==> config.mk <==
export PLATFORM = sky130hd
export DESIGN_NAME = port_alt_function_mux
export DESIGN_NICKNAME = d
export VERILOG_FILES = /design/src/port_mux_pkg.sv /design/src/pin_cell.sv /design/src/port_alt_function_mux.sv
export SDC_FILE = /design/constraint.sdc
export NUM_CORES = 1
export LEC_CHECK = 0
export BUFFER_PORTS_ARGS = -buffer_cell sky130_fd_sc_hd__buf_2
export CAP_MARGIN = 15
export CORE_MARGIN = 3
export CORE_UTILIZATION = 60
export DETAILED_ROUTE_END_ITERATION = 7
export PLACE_DENSITY_LB_ADDON = 0.1
export SYNTH_ARGS = -nofsm -noshare
export SYNTH_HDL_FRONTEND = slang
export SYNTH_SLANG_ARGS = --single-unit
==> constraint.sdc <==
create_clock -name clock -period 2.8 [get_ports clock]
set_input_delay 0.14 -clock clock [delete_from_list [all_inputs] [get_ports clock]]
set_output_delay 0.14 -clock clock [all_outputs]
set_load 0.02 [all_outputs]
==> src/port_mux_pkg.sv <==
// How it works
// - Alternate mode hands pin to peripheral
// - Port0 pin0: timer6 capture1 or output1
// - Port0 pin1: timer6 capture0 or output0
// - Port0 pin2 alternate is non-maskable interrupt
// - Port0 pin3: ext_irq0 or A/D trigger
// - Port0 pins 4, 6: ext_irq1, ext_irq3
// - Port0 pin5 ext_irq2; debug override wins
// - Port1 pins 0, 1 carry D/A when input
// - Port3 pin0: uart0 transmit or csi4 out
// - Port3 pin1: uart0 rx+ext_irq7 or csi4 in
// - Port3 pin2 two-bit selector, four functions
// - Port3 pin3: timer0 capture1 or output1
// - Port3 pin4: timer1 capture0 or output0
// - Port3 pin5: timer1 capture1 or output1
// - Port3 pin8: uart2 transmit or two-wire0 data
// - Port3 pin9: uart2 receive or two-wire0 clock
// - Port4 pin0: csi0 in or two-wire1 data
package port_mux_pkg;
  localparam int PIN_COUNT = 20;
  localparam int PORT_COUNT = 4;
  localparam int DATA_W = 16;
  localparam int ADDR_W = 8;

  // Flat pad index of each port's pin 0
  localparam int P0_BASE = 0;
  localparam int P1_BASE = 7;
  localparam int P3_BASE = 9;
  localparam int P4_BASE = 19;

  // Register bank index of each port
  localparam int PX_P0 = 0;
  localparam int PX_P1 = 1;
  localparam int PX_P3 = 2;
  localparam int PX_P4 = 3;

  // Byte address: upper nibble picks port bank, lower nibble the register
  localparam logic [3:0] SLOT_LATCH = 4'h0;
  localparam logic [3:0] SLOT_DIR = 4'h2;
  localparam logic [3:0] SLOT_MODE = 4'h4;
  localparam logic [3:0] SLOT_FSEL_LOW = 4'h6;
  localparam logic [3:0] SLOT_FSEL_HIGH = 4'h8;
  localparam logic [3:0] SLOT_LEVEL = 4'hA;
  localparam logic [ADDR_W-1:0] ADDR_DEBUG_CTRL = 8'h40;
  localparam int DEBUG_OVERRIDE_BIT = 0;

  localparam logic [DATA_W-1:0] LATCH_RST = 16'h0000;
  localparam logic [DATA_W-1:0] DIR_RST = 16'hFFFF;
  localparam logic [DATA_W-1:0] MODE_RST = 16'h0000;
  localparam logic [DATA_W-1:0] FSEL_RST = 16'h0000;

  // Implemented pins per bank: port0 7, port1 2, port3 10, port4 1
  localparam logic [PORT_COUNT-1:0][DATA_W-1:0] PORT_MASK =
    {16'h0001, 16'h03FF, 16'h0003, 16'h007F};

  // Two-bit selector codes {func_sel_high, func_sel_low}
  localparam logic [1:0] SEL_BAUD_CLK = 2'h0;
  localparam logic [1:0] SEL_CSI_CLK = 2'h1;
  localparam logic [1:0] SEL_CAPTURE = 2'h2;
  localparam logic [1:0] SEL_TIMER_OUT = 2'h3;

  typedef struct packed {
    logic timer6_out0;
    logic timer6_out1;
    logic uart0_tx;
    logic csi4_serial_out;
    logic csi4_clk_out;
    logic csi4_clk_oe;
    logic timer0_out0;
    logic timer0_out1;
    logic timer1_out0;
    logic timer1_out1;
    logic uart2_tx;
    logic twowire0_data_low;
    logic twowire0_clock_low;
    logic twowire1_data_low;
  } periph_out_t;

  typedef struct packed {
    logic timer6_capture_in0;
    logic timer6_capture_in1;
    logic nmi_in;
    logic ext_irq0;
    logic ext_irq1;
    logic ext_irq2;
    logic ext_irq3;
    logic ext_irq7;
    logic adc_ext_trigger;
    logic debug_reset_in;
    logic uart0_rx;
    logic uart0_baud_clk_in;
    logic csi4_serial_in;
    logic csi4_clk_in;
    logic timer0_capture_in0;
    logic timer0_capture_in1;
    logic timer1_capture_in0;
    logic timer1_capture_in1;
    logic uart2_rx;
    logic twowire0_data_in;
    logic twowire0_clock_in;
    logic twowire1_data_in;
    logic csi0_serial_in;
  } periph_in_t;

  // Unselected UART receive and two-wire lines idle high, everything else low
  localparam periph_in_t PERIPH_IN_IDLE = '{uart0_rx: 1'h1, uart2_rx: 1'h1,
    twowire0_data_in: 1'h1, twowire0_clock_in: 1'h1, twowire1_data_in: 1'h1,
    default: 1'h0};
endpackage : port_mux_pkg

==> src/pin_cell.sv <==
module pin_cell (
  // Clock and reset
  input wire logic clock,
  input wire logic nrst,
  // Port bits
  input wire logic alt_mode,
  input wire logic dir,
  input wire logic latch,
  // Peripheral drive
  input wire logic alt_out,
  input wire logic alt_oe,
  // Pad
  output logic pad_out,
  output logic pad_oe
);
  logic next_out;
  logic next_oe;

  // Alternate mode ignores latch and direction
  always_comb begin
    if (alt_mode) begin
      next_out = alt_out;
      next_oe = alt_oe;
    end else begin
      next_out = latch;
      next_oe = ~dir;
    end
  end

  always_ff @(posedge clock or negedge nrst) begin
    if (!nrst) begin
      pad_out <= 1'h0;
      pad_oe <= 1'h0;
    end else begin
      pad_out <= next_out;
      pad_oe <= next_oe;
    end
  end
endmodule : pin_cell

==> src/port_alt_function_mux.sv <==
// Design decisions made here: the address-and-strobe port and the register addresses.
module port_alt_function_mux (
  // Clock and reset
  input wire logic clock,
  input wire logic nrst,
  // Register port
  input wire logic [port_mux_pkg::ADDR_W-1:0] addr,
  input wire logic [port_mux_pkg::DATA_W-1:0] wdata,
  input wire logic wr_stb,
  input wire logic rd_stb,
  output logic [port_mux_pkg::DATA_W-1:0] rdata,
  // Pads
  input wire logic [port_mux_pkg::PIN_COUNT-1:0] pad_in,
  output logic [port_mux_pkg::PIN_COUNT-1:0] pad_out,
  output logic [port_mux_pkg::PIN_COUNT-1:0] pad_oe,
  // D/A switch for port1 pins 0 and 1
  output logic [1:0] dac_connect,
  // Peripherals
  input wire port_mux_pkg::periph_out_t periph_out,
  output port_mux_pkg::periph_in_t periph_in
);
  import port_mux_pkg::*;

  logic [PORT_COUNT-1:0][DATA_W-1:0] latch_r;
  logic [PORT_COUNT-1:0][DATA_W-1:0] dir_r;
  logic [PORT_COUNT-1:0][DATA_W-1:0] mode_r;
  logic [PORT_COUNT-1:0][DATA_W-1:0] fsel_low;
  logic [PORT_COUNT-1:0][DATA_W-1:0] fsel_high;
  logic [PORT_COUNT-1:0][DATA_W-1:0] level;
  logic debug_pin_override;
  logic [DATA_W-1:0] next_rdata;
  logic [PIN_COUNT-1:0] alt_mode;
  logic [PIN_COUNT-1:0] alt_out;
  logic [PIN_COUNT-1:0] alt_oe;
  logic [PIN_COUNT-1:0] dir_flat;
  logic [PIN_COUNT-1:0] latch_flat;
  logic [1:0] p32_sel;
  periph_in_t next_in;

  assign level[PX_P0] = {9'h000, pad_in[P1_BASE-1:P0_BASE]};
  assign level[PX_P1] = {14'h0000, pad_in[P3_BASE-1:P1_BASE]};
  assign level[PX_P3] = {6'h00, pad_in[P4_BASE-1:P3_BASE]};
  assign level[PX_P4] = {15'h0000, pad_in[P4_BASE]};

  assign dir_flat = {dir_r[PX_P4][0], dir_r[PX_P3][9:0], dir_r[PX_P1][1:0],
    dir_r[PX_P0][6:0]};
  assign latch_flat = {latch_r[PX_P4][0], latch_r[PX_P3][9:0], latch_r[PX_P1][1:0],
    latch_r[PX_P0][6:0]};
  assign p32_sel = {fsel_high[PX_P3][2], fsel_low[PX_P3][2]};

  // Port register banks
  for (genvar p = 0; p < PORT_COUNT; p++) begin : g_bank
    always_ff @(posedge clock or negedge nrst) begin
      if (!nrst) begin
        latch_r[p] <= LATCH_RST;
        dir_r[p] <= DIR_RST & PORT_MASK[p];
        mode_r[p] <= MODE_RST;
        fsel_low[p] <= FSEL_RST;
        fsel_high[p] <= FSEL_RST;
      end else if (wr_stb && int'(addr[7:4]) == p) begin
        if (addr[3:0] == SLOT_LATCH) begin
          latch_r[p] <= wdata & PORT_MASK[p];
        end else if (addr[3:0] == SLOT_DIR) begin
          dir_r[p] <= wdata & PORT_MASK[p];
        end else if (addr[3:0] == SLOT_MODE) begin
          mode_r[p] <= wdata & PORT_MASK[p];
        end else if (addr[3:0] == SLOT_FSEL_LOW) begin
          fsel_low[p] <= wdata & PORT_MASK[p];
        end else if (addr[3:0] == SLOT_FSEL_HIGH) begin
          fsel_high[p] <= wdata & PORT_MASK[p];
        end
      end
    end
  end

  always_ff @(posedge clock or negedge nrst) begin
    if (!nrst) begin
      debug_pin_override <= 1'h0;
    end else if (wr_stb && addr == ADDR_DEBUG_CTRL) begin
      debug_pin_override <= wdata[DEBUG_OVERRIDE_BIT];
    end
  end

  // Read data valid only in the cycle after the strobe
  always_comb begin
    next_rdata = '0;
    if (rd_stb) begin
      if (addr == ADDR_DEBUG_CTRL) begin
        next_rdata[DEBUG_OVERRIDE_BIT] = debug_pin_override;
      end else if (addr[7:4] < 4'h4) begin
        if (addr[3:0] == SLOT_LATCH) begin
          next_rdata = latch_r[addr[5:4]];
        end else if (addr[3:0] == SLOT_DIR) begin
          next_rdata = dir_r[addr[5:4]];
        end else if (addr[3:0] == SLOT_MODE) begin
          next_rdata = mode_r[addr[5:4]];
        end else if (addr[3:0] == SLOT_FSEL_LOW) begin
          next_rdata = fsel_low[addr[5:4]];
        end else if (addr[3:0] == SLOT_FSEL_HIGH) begin
          next_rdata = fsel_high[addr[5:4]];
        end else if (addr[3:0] == SLOT_LEVEL) begin
          next_rdata = level[addr[5:4]];
        end
      end
    end
  end

  always_ff @(posedge clock or negedge nrst) begin
    if (!nrst) begin
      rdata <= '0;
    end else begin
      rdata <= next_rdata;
    end
  end

  // Function routing
  always_comb begin
    next_in = PERIPH_IN_IDLE;
    alt_out = '0;
    alt_oe = '0;
    alt_mode = '0;
    alt_mode[P1_BASE-1:P0_BASE] = mode_r[PX_P0][6:0];
    alt_mode[P3_BASE+5:P3_BASE] = mode_r[PX_P3][5:0];
    alt_mode[P3_BASE+9:P3_BASE+8] = mode_r[PX_P3][9:8];
    alt_mode[P4_BASE] = mode_r[PX_P4][0];
    if (mode_r[PX_P0][0]) begin
      if (fsel_low[PX_P0][0]) begin
        alt_out[P0_BASE] = periph_out.timer6_out1;
        alt_oe[P0_BASE] = 1'h1;
      end else begin
        next_in.timer6_capture_in1 = pad_in[P0_BASE];
      end
    end
    if (mode_r[PX_P0][1]) begin
      if (fsel_low[PX_P0][1]) begin
        alt_out[P0_BASE+1] = periph_out.timer6_out0;
        alt_oe[P0_BASE+1] = 1'h1;
      end else begin
        next_in.timer6_capture_in0 = pad_in[P0_BASE+1];
      end
    end
    if (mode_r[PX_P0][2]) begin
      next_in.nmi_in = pad_in[P0_BASE+2];
    end
    if (mode_r[PX_P0][3]) begin
      if (fsel_low[PX_P0][3]) begin
        next_in.adc_ext_trigger = pad_in[P0_BASE+3];
      end else begin
        next_in.ext_irq0 = pad_in[P0_BASE+3];
      end
    end
    if (mode_r[PX_P0][4]) begin
      next_in.ext_irq1 = pad_in[P0_BASE+4];
    end
    if (mode_r[PX_P0][6]) begin
      next_in.ext_irq3 = pad_in[P0_BASE+6];
    end
    if (debug_pin_override) begin
      alt_mode[P0_BASE+5] = 1'h1;
      next_in.debug_reset_in = pad_in[P0_BASE+5];
    end else if (mode_r[PX_P0][5]) begin
      next_in.ext_irq2 = pad_in[P0_BASE+5];
    end
    if (mode_r[PX_P3][0]) begin
      alt_oe[P3_BASE] = 1'h1;
      alt_out[P3_BASE] = fsel_low[PX_P3][0] ? periph_out.csi4_serial_out
                                            : periph_out.uart0_tx;
    end
    if (mode_r[PX_P3][1]) begin
      if (fsel_low[PX_P3][1]) begin
        next_in.csi4_serial_in = pad_in[P3_BASE+1];
      end else begin
        next_in.uart0_rx = pad_in[P3_BASE+1];
        next_in.ext_irq7 = pad_in[P3_BASE+1];
      end
    end
    if (mode_r[PX_P3][2]) begin
      case (p32_sel)
        SEL_BAUD_CLK: next_in.uart0_baud_clk_in = pad_in[P3_BASE+2];
        SEL_CSI_CLK: begin
          next_in.csi4_clk_in = pad_in[P3_BASE+2];
          alt_out[P3_BASE+2] = periph_out.csi4_clk_out;
          alt_oe[P3_BASE+2] = periph_out.csi4_clk_oe;
        end
        SEL_CAPTURE: next_in.timer0_capture_in0 = pad_in[P3_BASE+2];
        SEL_TIMER_OUT: begin
          alt_out[P3_BASE+2] = periph_out.timer0_out0;
          alt_oe[P3_BASE+2] = 1'h1;
        end
        default: next_in.uart0_baud_clk_in = pad_in[P3_BASE+2];
      endcase
    end
    if (mode_r[PX_P3][3]) begin
      if (fsel_low[PX_P3][3]) begin
        alt_out[P3_BASE+3] = periph_out.timer0_out1;
        alt_oe[P3_BASE+3] = 1'h1;
      end else begin
        next_in.timer0_capture_in1 = pad_in[P3_BASE+3];
      end
    end
    if (mode_r[PX_P3][4]) begin
      if (fsel_low[PX_P3][4]) begin
        alt_out[P3_BASE+4] = periph_out.timer1_out0;
        alt_oe[P3_BASE+4] = 1'h1;
      end else begin
        next_in.timer1_capture_in0 = pad_in[P3_BASE+4];
      end
    end
    if (mode_r[PX_P3][5]) begin
      if (fsel_low[PX_P3][5]) begin
        alt_out[P3_BASE+5] = periph_out.timer1_out1;
        alt_oe[P3_BASE+5] = 1'h1;
      end else begin
        next_in.timer1_capture_in1 = pad_in[P3_BASE+5];
      end
    end
    // Two-wire lines are open drain: drive low only
    if (mode_r[PX_P3][8]) begin
      if (fsel_low[PX_P3][8]) begin
        alt_oe[P3_BASE+8] = periph_out.twowire0_data_low;
        next_in.twowire0_data_in = pad_in[P3_BASE+8];
      end else begin
        alt_out[P3_BASE+8] = periph_out.uart2_tx;
        alt_oe[P3_BASE+8] = 1'h1;
      end
    end
    if (mode_r[PX_P3][9]) begin
      if (fsel_low[PX_P3][9]) begin
        alt_oe[P3_BASE+9] = periph_out.twowire0_clock_low;
        next_in.twowire0_clock_in = pad_in[P3_BASE+9];
      end else begin
        next_in.uart2_rx = pad_in[P3_BASE+9];
      end
    end
    if (mode_r[PX_P4][0]) begin
      if (fsel_low[PX_P4][0]) begin
        alt_oe[P4_BASE] = periph_out.twowire1_data_low;
        next_in.twowire1_data_in = pad_in[P4_BASE];
      end else begin
        next_in.csi0_serial_in = pad_in[P4_BASE];
      end
    end
  end

  always_ff @(posedge clock or negedge nrst) begin
    if (!nrst) begin
      periph_in <= PERIPH_IN_IDLE;
      dac_connect <= 2'h0;
    end else begin
      periph_in <= next_in;
      dac_connect <= dir_r[PX_P1][1:0];
    end
  end

  for (genvar i = 0; i < PIN_COUNT; i++) begin : g_pin
    pin_cell u_cell (
      .clock(clock),
      .nrst(nrst),
      .alt_mode(alt_mode[i]),
      .dir(dir_flat[i]),
      .latch(latch_flat[i]),
      .alt_out(alt_out[i]),
      .alt_oe(alt_oe[i]),
      .pad_out(pad_out[i]),
      .pad_oe(pad_oe[i])
    );
  end
endmodule : port_alt_function_mux

After elaboration in Yosys (flattened, before gate mapping)
Index checks and enable logic that the tools add are counted.
{ "op_classes": {"n_reduce_logical": 28, "add_sub_neg": 0, "n_mul": 0, "bitwise": 24, "mux": 112, "n_div": 0, "magnitude_cmp": 2, "n_eq_ne": 12, "shift": 0} }
{ "op_table": {"columns": ["cell", "n"], "rows": [
  ["$mux 16", 14],
  ["$bmux 16 s2", 6],
  ["$mux 1", 87],
  ["$not 1->1", 24],
  ["$reduce_and 6->1", 4],
  ["$reduce_and 5->1", 4],
  ["$eq 4x3->1 const B", 4],
  ["$reduce_and 4->1", 4],
  ["$mux 15", 1],
  ["$reduce_and 3->1", 4],
  ["$eq 4x2->1 const B", 2],
  ["$eq 4x4->1 const B", 2],
  ["$eq 8x7->1 const B", 1],
  ["$logic_not 4->1", 2],
  ["$reduce_and 2->1", 4],
  ["$logic_and 1x1->1", 5],
  ["$eq 2x2->1 const B", 2],
  ["$lt 4x3->1 const B", 1],
  ["$mux 2", 2],
  ["$pmux 1 s2", 2],
  ["$lt 2x3->1 const B", 1],
  ["$eq 2x1->1 const B", 1],
  ["$logic_not 2->1", 1]
]} }
{ "totals": {"ramBits": 0, "in_bits": 62, "latchBits": 0, "n_memories": 0, "word_cells": 264, "out_inout_bits": 81, "ff_bits": 182, "rom_bits": 0} }

Depth between registers and ports, before layout
{ "logic_depth": {"depth_word": 11, "ltp_mapped": 7, "ltp_nobuf": 4} }

Modules after synthesis
From an unflattened synthesis, not the netlist that was laid out.
{ "unflattened": {"hier_cells": 574, "hier_area_um2": 7897.6} }
{ "by_module_without_submodules": {"columns": ["module", "cells_per_inst", "seq_area_each_um2", "area_per_inst_um2", "instances"], "rows": [
  ["port_alt_function_mux", 474, 3434.5, 6421.2, 1],
  ["pin_cell", 5, 50.0, 73.8, 20]
]} }

Worst setup path before layout
No wires, ideal clock.
{ "synth_timing": {"path_kind": "input port to flip-flop", "start": "input addr[4] (netlist name)", "end": "register mode_r (netlist bit alt_mode[10])", "required_time_ns": 2.675, "cell_stages": 6, "setup_time_ns": 0.125, "arrival_ns": 1.471, "slack_ns": 1.204, "path_buffers": 2, "cell_sequence": "buf_2 > clkinv_1 > and3_1 > clkbuf_1 > nand2_1 > mux2_2"} }
{ "synth_via": {"elab_chain_len": 3} }
{ "synth_lines": {"columns": ["element", "line_no", "source"], "rows": [
  ["start, declared", "port_alt_function_mux.sv:7", "input wire logic [port_mux_pkg::ADDR_W-1:0] addr,"],
  ["$eq 4x3->1", "port_alt_function_mux.sv:60", "end else if (wr_stb && int'(addr[7:4]) == p) begin"],
  ["$logic_and 1x1->1", "port_alt_function_mux.sv:60", null],
  ["$reduce_and 4->1 (no source line)", null, null],
  ["end signal, assigned by index", "port_alt_function_mux.sv:66", "mode_r[p] <= wdata & PORT_MASK[p];"],
  ["end, declared", "port_alt_function_mux.sv:26", "logic [PORT_COUNT-1:0][DATA_W-1:0] mode_r;"]
]} }
No other way between the ends.
A chain may end at the register's enable or synchronous reset.

Final worst setup path
{ "layout_timing": {"start": "input addr[2] (netlist name)", "end": "register latch_r (netlist bit latch_flat[1])"} }
{ "layout_via": {"elab_chain_len": 2} }
{ "layout_lines": {"columns": ["element", "line_no", "source"], "rows": [
  ["$logic_not 4->1", "port_alt_function_mux.sv:61", "if (addr[3:0] == SLOT_LATCH) begin"],
  ["$reduce_and 2->1 (no source line)", null, null],
  ["end signal, assigned by index", "port_alt_function_mux.sv:62", "latch_r[p] <= wdata & PORT_MASK[p];"],
  ["end, declared", "port_alt_function_mux.sv:24", "logic [PORT_COUNT-1:0][DATA_W-1:0] latch_r;"]
]} }
No other way between the ends.

==> impl_metrics.tcl <==
set metrics [dict create \
    tns_ns 0 \
    timing.rr.start "dir_flat[7]$_DFFE_PN1P_" \
    antenna_left 0 \
    max_stage_delay_ns 0.68 \
    numCtsBuffers 17 \
    pwr_density_cell_nw_per_um2 606 \
    die_w_um 119 \
    cap_violations 0 \
    routed_via_density 5.64 \
    worst-path-max-fanout 10 \
    clkTransAtPathRegs_ns 0.06 \
    die_h_um 119 \
    finClkSkew_ns 0.00858 \
    die-area_um2 14200 \
    cts-root-buf "clkbuf_16" \
    dr.pass1.iters 4 \
    irDropWorstVdd_uv 412 \
    fin_ws_ns 1.11 \
    track_usage_pct 25.4 \
    setup_viol 0 \
    rr_worst_depth 4 \
    antenna_found_initial 0 \
    criticalPathCategory "input port to flip-flop" \
    synthCells 563 \
    synth_edf_count 0 \
    r2r-end "rdata[0]$_DFF_PN0_" \
    postCtsSetupRepairBufs 0 \
    netlist.area_leader.share_pct 49.0 \
    final_nets 752 \
    clk_latency_ns 0.42 \
    drt_iter0_markers 429 \
    slew_violations 0 \
    stdcell_count 871 \
    grt_max_degree 102 \
    synth_cell_types 47 \
    worst_slew_pin_slew_ns 0.886 \
    rows 40 \
    outcome "completed" \
    place_hpwl_mm 11.8 \
    post-place-ws_ns 0.733 \
    rsz0062_at_grt "no" \
    fin_crit_ns 1.69 \
    dp.cells 814 \
    area_growth_pct 17.8 \
    cts_tree "yes" \
    wl_met2_mm 8.82 \
    cts_resized 0 \
    drc 0 \
    diodes 0 \
    num_io_pins 143 \
    syn_avg_cell_area_um2 13.7 \
    start_util_pct 62.9 \
    grt_pass1_wl_mm 28.0 \
    clock-sinks 176 \
    final_util_pct 74.1 \
    layout-drive-gt1-share_pct 46.7 \
    cp_cell_sequence "buf_2 -> nor4_4 -> nand2_1 -> mux2_2" \
    vias 4916 \
    hp-start "wdata[9]" \
    max_clock_freq_mhz 593 \
    yosysSeqAreaShare_pct 57.5 \
    cts_buffer_depth 2 \
    ys_warn_count 0 \
    wl_per_cell_um 19.7 \
    grt_pass1_vias 5250 \
    route.met3.wl_um 933 \
    wl_met1_mm 6.99 \
    syn_area_um2 7710 \
    cp.required_ns 3.10 \
    async_flop_share_pct 100 \
    wl_mm 17.2 \
    fin_crit_sh_pct 60.2 \
    ys.flop_type "dfrtp_1" \
    relSlewSlack_pct 40.9 \
    critPathLaunchType "input port" \
    r2r_slack_ns 1.29 \
    core_area_um2 12300 \
    worstHoldPathType "input port to flip-flop" \
    highest_layer "met4" \
    yosysTopAreaCell "dfrtp_1" \
    leakage_nw 4.37 \
    crit_path_end_kind "flip-flop" \
    port_buffers 130 \
    synth-seq-cells 176 \
    holdBufCountCts 25 \
    hold_viol_final 0 \
    gp_congestion 0.854 \
    htreeDepth 4 \
    grt_overflow_total 0 \
    cp_slowest_cell "nor4_4" \
    critical_path_arrival_ns 1.99 \
    min_path_cells 2 \
    hold_path_end "dir_flat[18]$_DFFE_PN1P_" \
    synth_area_leaders "dfrtp_1 49%, mux2_2 15%, dfstp_2 8.5%" \
]
## Yosys cell counts, types with 2 or more instances
cell type / count
a2111o_1: 2
a21oi_1: 8
a221oi_1: 5
a222oi_1: 3
a22oi_1: 3
a31oi_1: 2
and2_1: 5
and3_1: 4
and3b_1: 7
buf_1: 5
buf_2: 9
buf_4: 47
buf_6: 3
clkbuf_1: 5
dfrtp_1: 151
dfstp_2: 25
inv_1: 12
mux2_2: 103
mux2i_1: 15
mux4_2: 20
nand2_1: 27
nand2b_1: 6
nand3_1: 9
nand3b_1: 3
nand4_1: 2
nor2_1: 20
nor2b_1: 9
nor3_1: 9
nor3b_1: 4
nor4_1: 3
o21ai_0: 14
o22ai_1: 4
o2bb2ai_1: 4
or3b_2: 2
## logic make-up after synthesis
group	count (synthesis)	share of synthesized area, %
buf+inv	82	6.72
other cells	1	0.0486
simple gates	116	8.42
flops	176	57.5
compound gates	50	4.46
mux	138	22.8
## worst max-delay path by stage
stage,slack (ns),from,end
final,1.11,addr[2],latch_flat[1]$_DFFE_PN0P_
after global routing,1.05,addr[3],fsel_high[38]$_DFFE_PN0P_
after CTS,1.17,addr[2],latch_flat[1]$_DFFE_PN0P_
after detailed placement,0.73,addr[2],latch_flat[1]$_DFFE_PN0P_
after global placement,0.78,addr[2],latch_flat[6]$_DFFE_PN0P_
after floorplan,1.20,addr[4],alt_mode[10]$_DFFE_PN0P_
## layout make-up
class / count / area [um2]
sequential: 176 / 4440
fill: 811 / 3170
multi-input combinational: 310 / 2780
timing repair buffer: 172 / 1050
clock buffer: 28 / 517
tap: 168 / 210
clock inverter: 4 / 52.6
inverter: 13 / 48.8
## critical path: cells and delay by family
kind | cells | cell delay [ns]
muxes | 1 | 0.43
buffers and inverters | 1 | 0.18
and+or+nand+nor | 2 | 1.23
## metrics by stage
step	power (mW)	cell area [um2]	hold slack, ns
global route	5.71	9090	0.0179
detailed placement	3.27	8270	0.305
finish	5.51	9090	0.0140
global placement	3.25	8270	0.295
CTS	5.54	9090	0.00313
floorplan	3.11	7730	-0.156
## registers in the layout (all words and copies together) (netlist names)
register / flops
g_pin.u_cell.pad_out: 20
mode_r: 5
latch_flat: 20
alt_mode: 15
periph_in: 23
dac_connect: 2
g_pin.u_cell.pad_oe: 20
debug_pin_override: 1
rdata: 10
fsel_high: 20
fsel_low: 20
dir_flat: 20
## where the power goes
group	switching, mW	internal, mW	total [mW]
Sequential	0.0741	2.67	2.74
Combinational	0.283	0.222	0.505
Clock	0.912	1.35	2.26
## routing by layer
layer	up-vias	GRT usage, %
li1	2220	-
met4	0	9.59
met2	180	43.0
met3	30	4.84
met1	2486	32.8
met5	-	0
## placed cells by master, fill, tap and decap left out, types with 3 or more instances in the layout
master	instances
nand3_1	9
dlygate4sd3_1	25
and2_1	5
o21ai_0	14
dfrtp_1	151
nor3b_1	4
buf_4	16
conb_1	6
clkinvlp_4	3
and3_1	4
nor4_1	3
o22ai_1	4
mux2i_1	15
o2bb2ai_1	4
a221oi_1	5
clkbuf_1	6
mux4_2	20
nand3b_1	3
a22oi_1	3
dfstp_2	25
nor3_1	9
nand2_1	27
clkbuf_16	17
and3b_1	7
nor2b_1	9
nand2b_1	6
a222oi_1	3
nor2_1	20
a21oi_1	8
mux2_2	103
buf_2	129
clkbuf_8	5
inv_1	12
(Power assumes the default switching activity.)
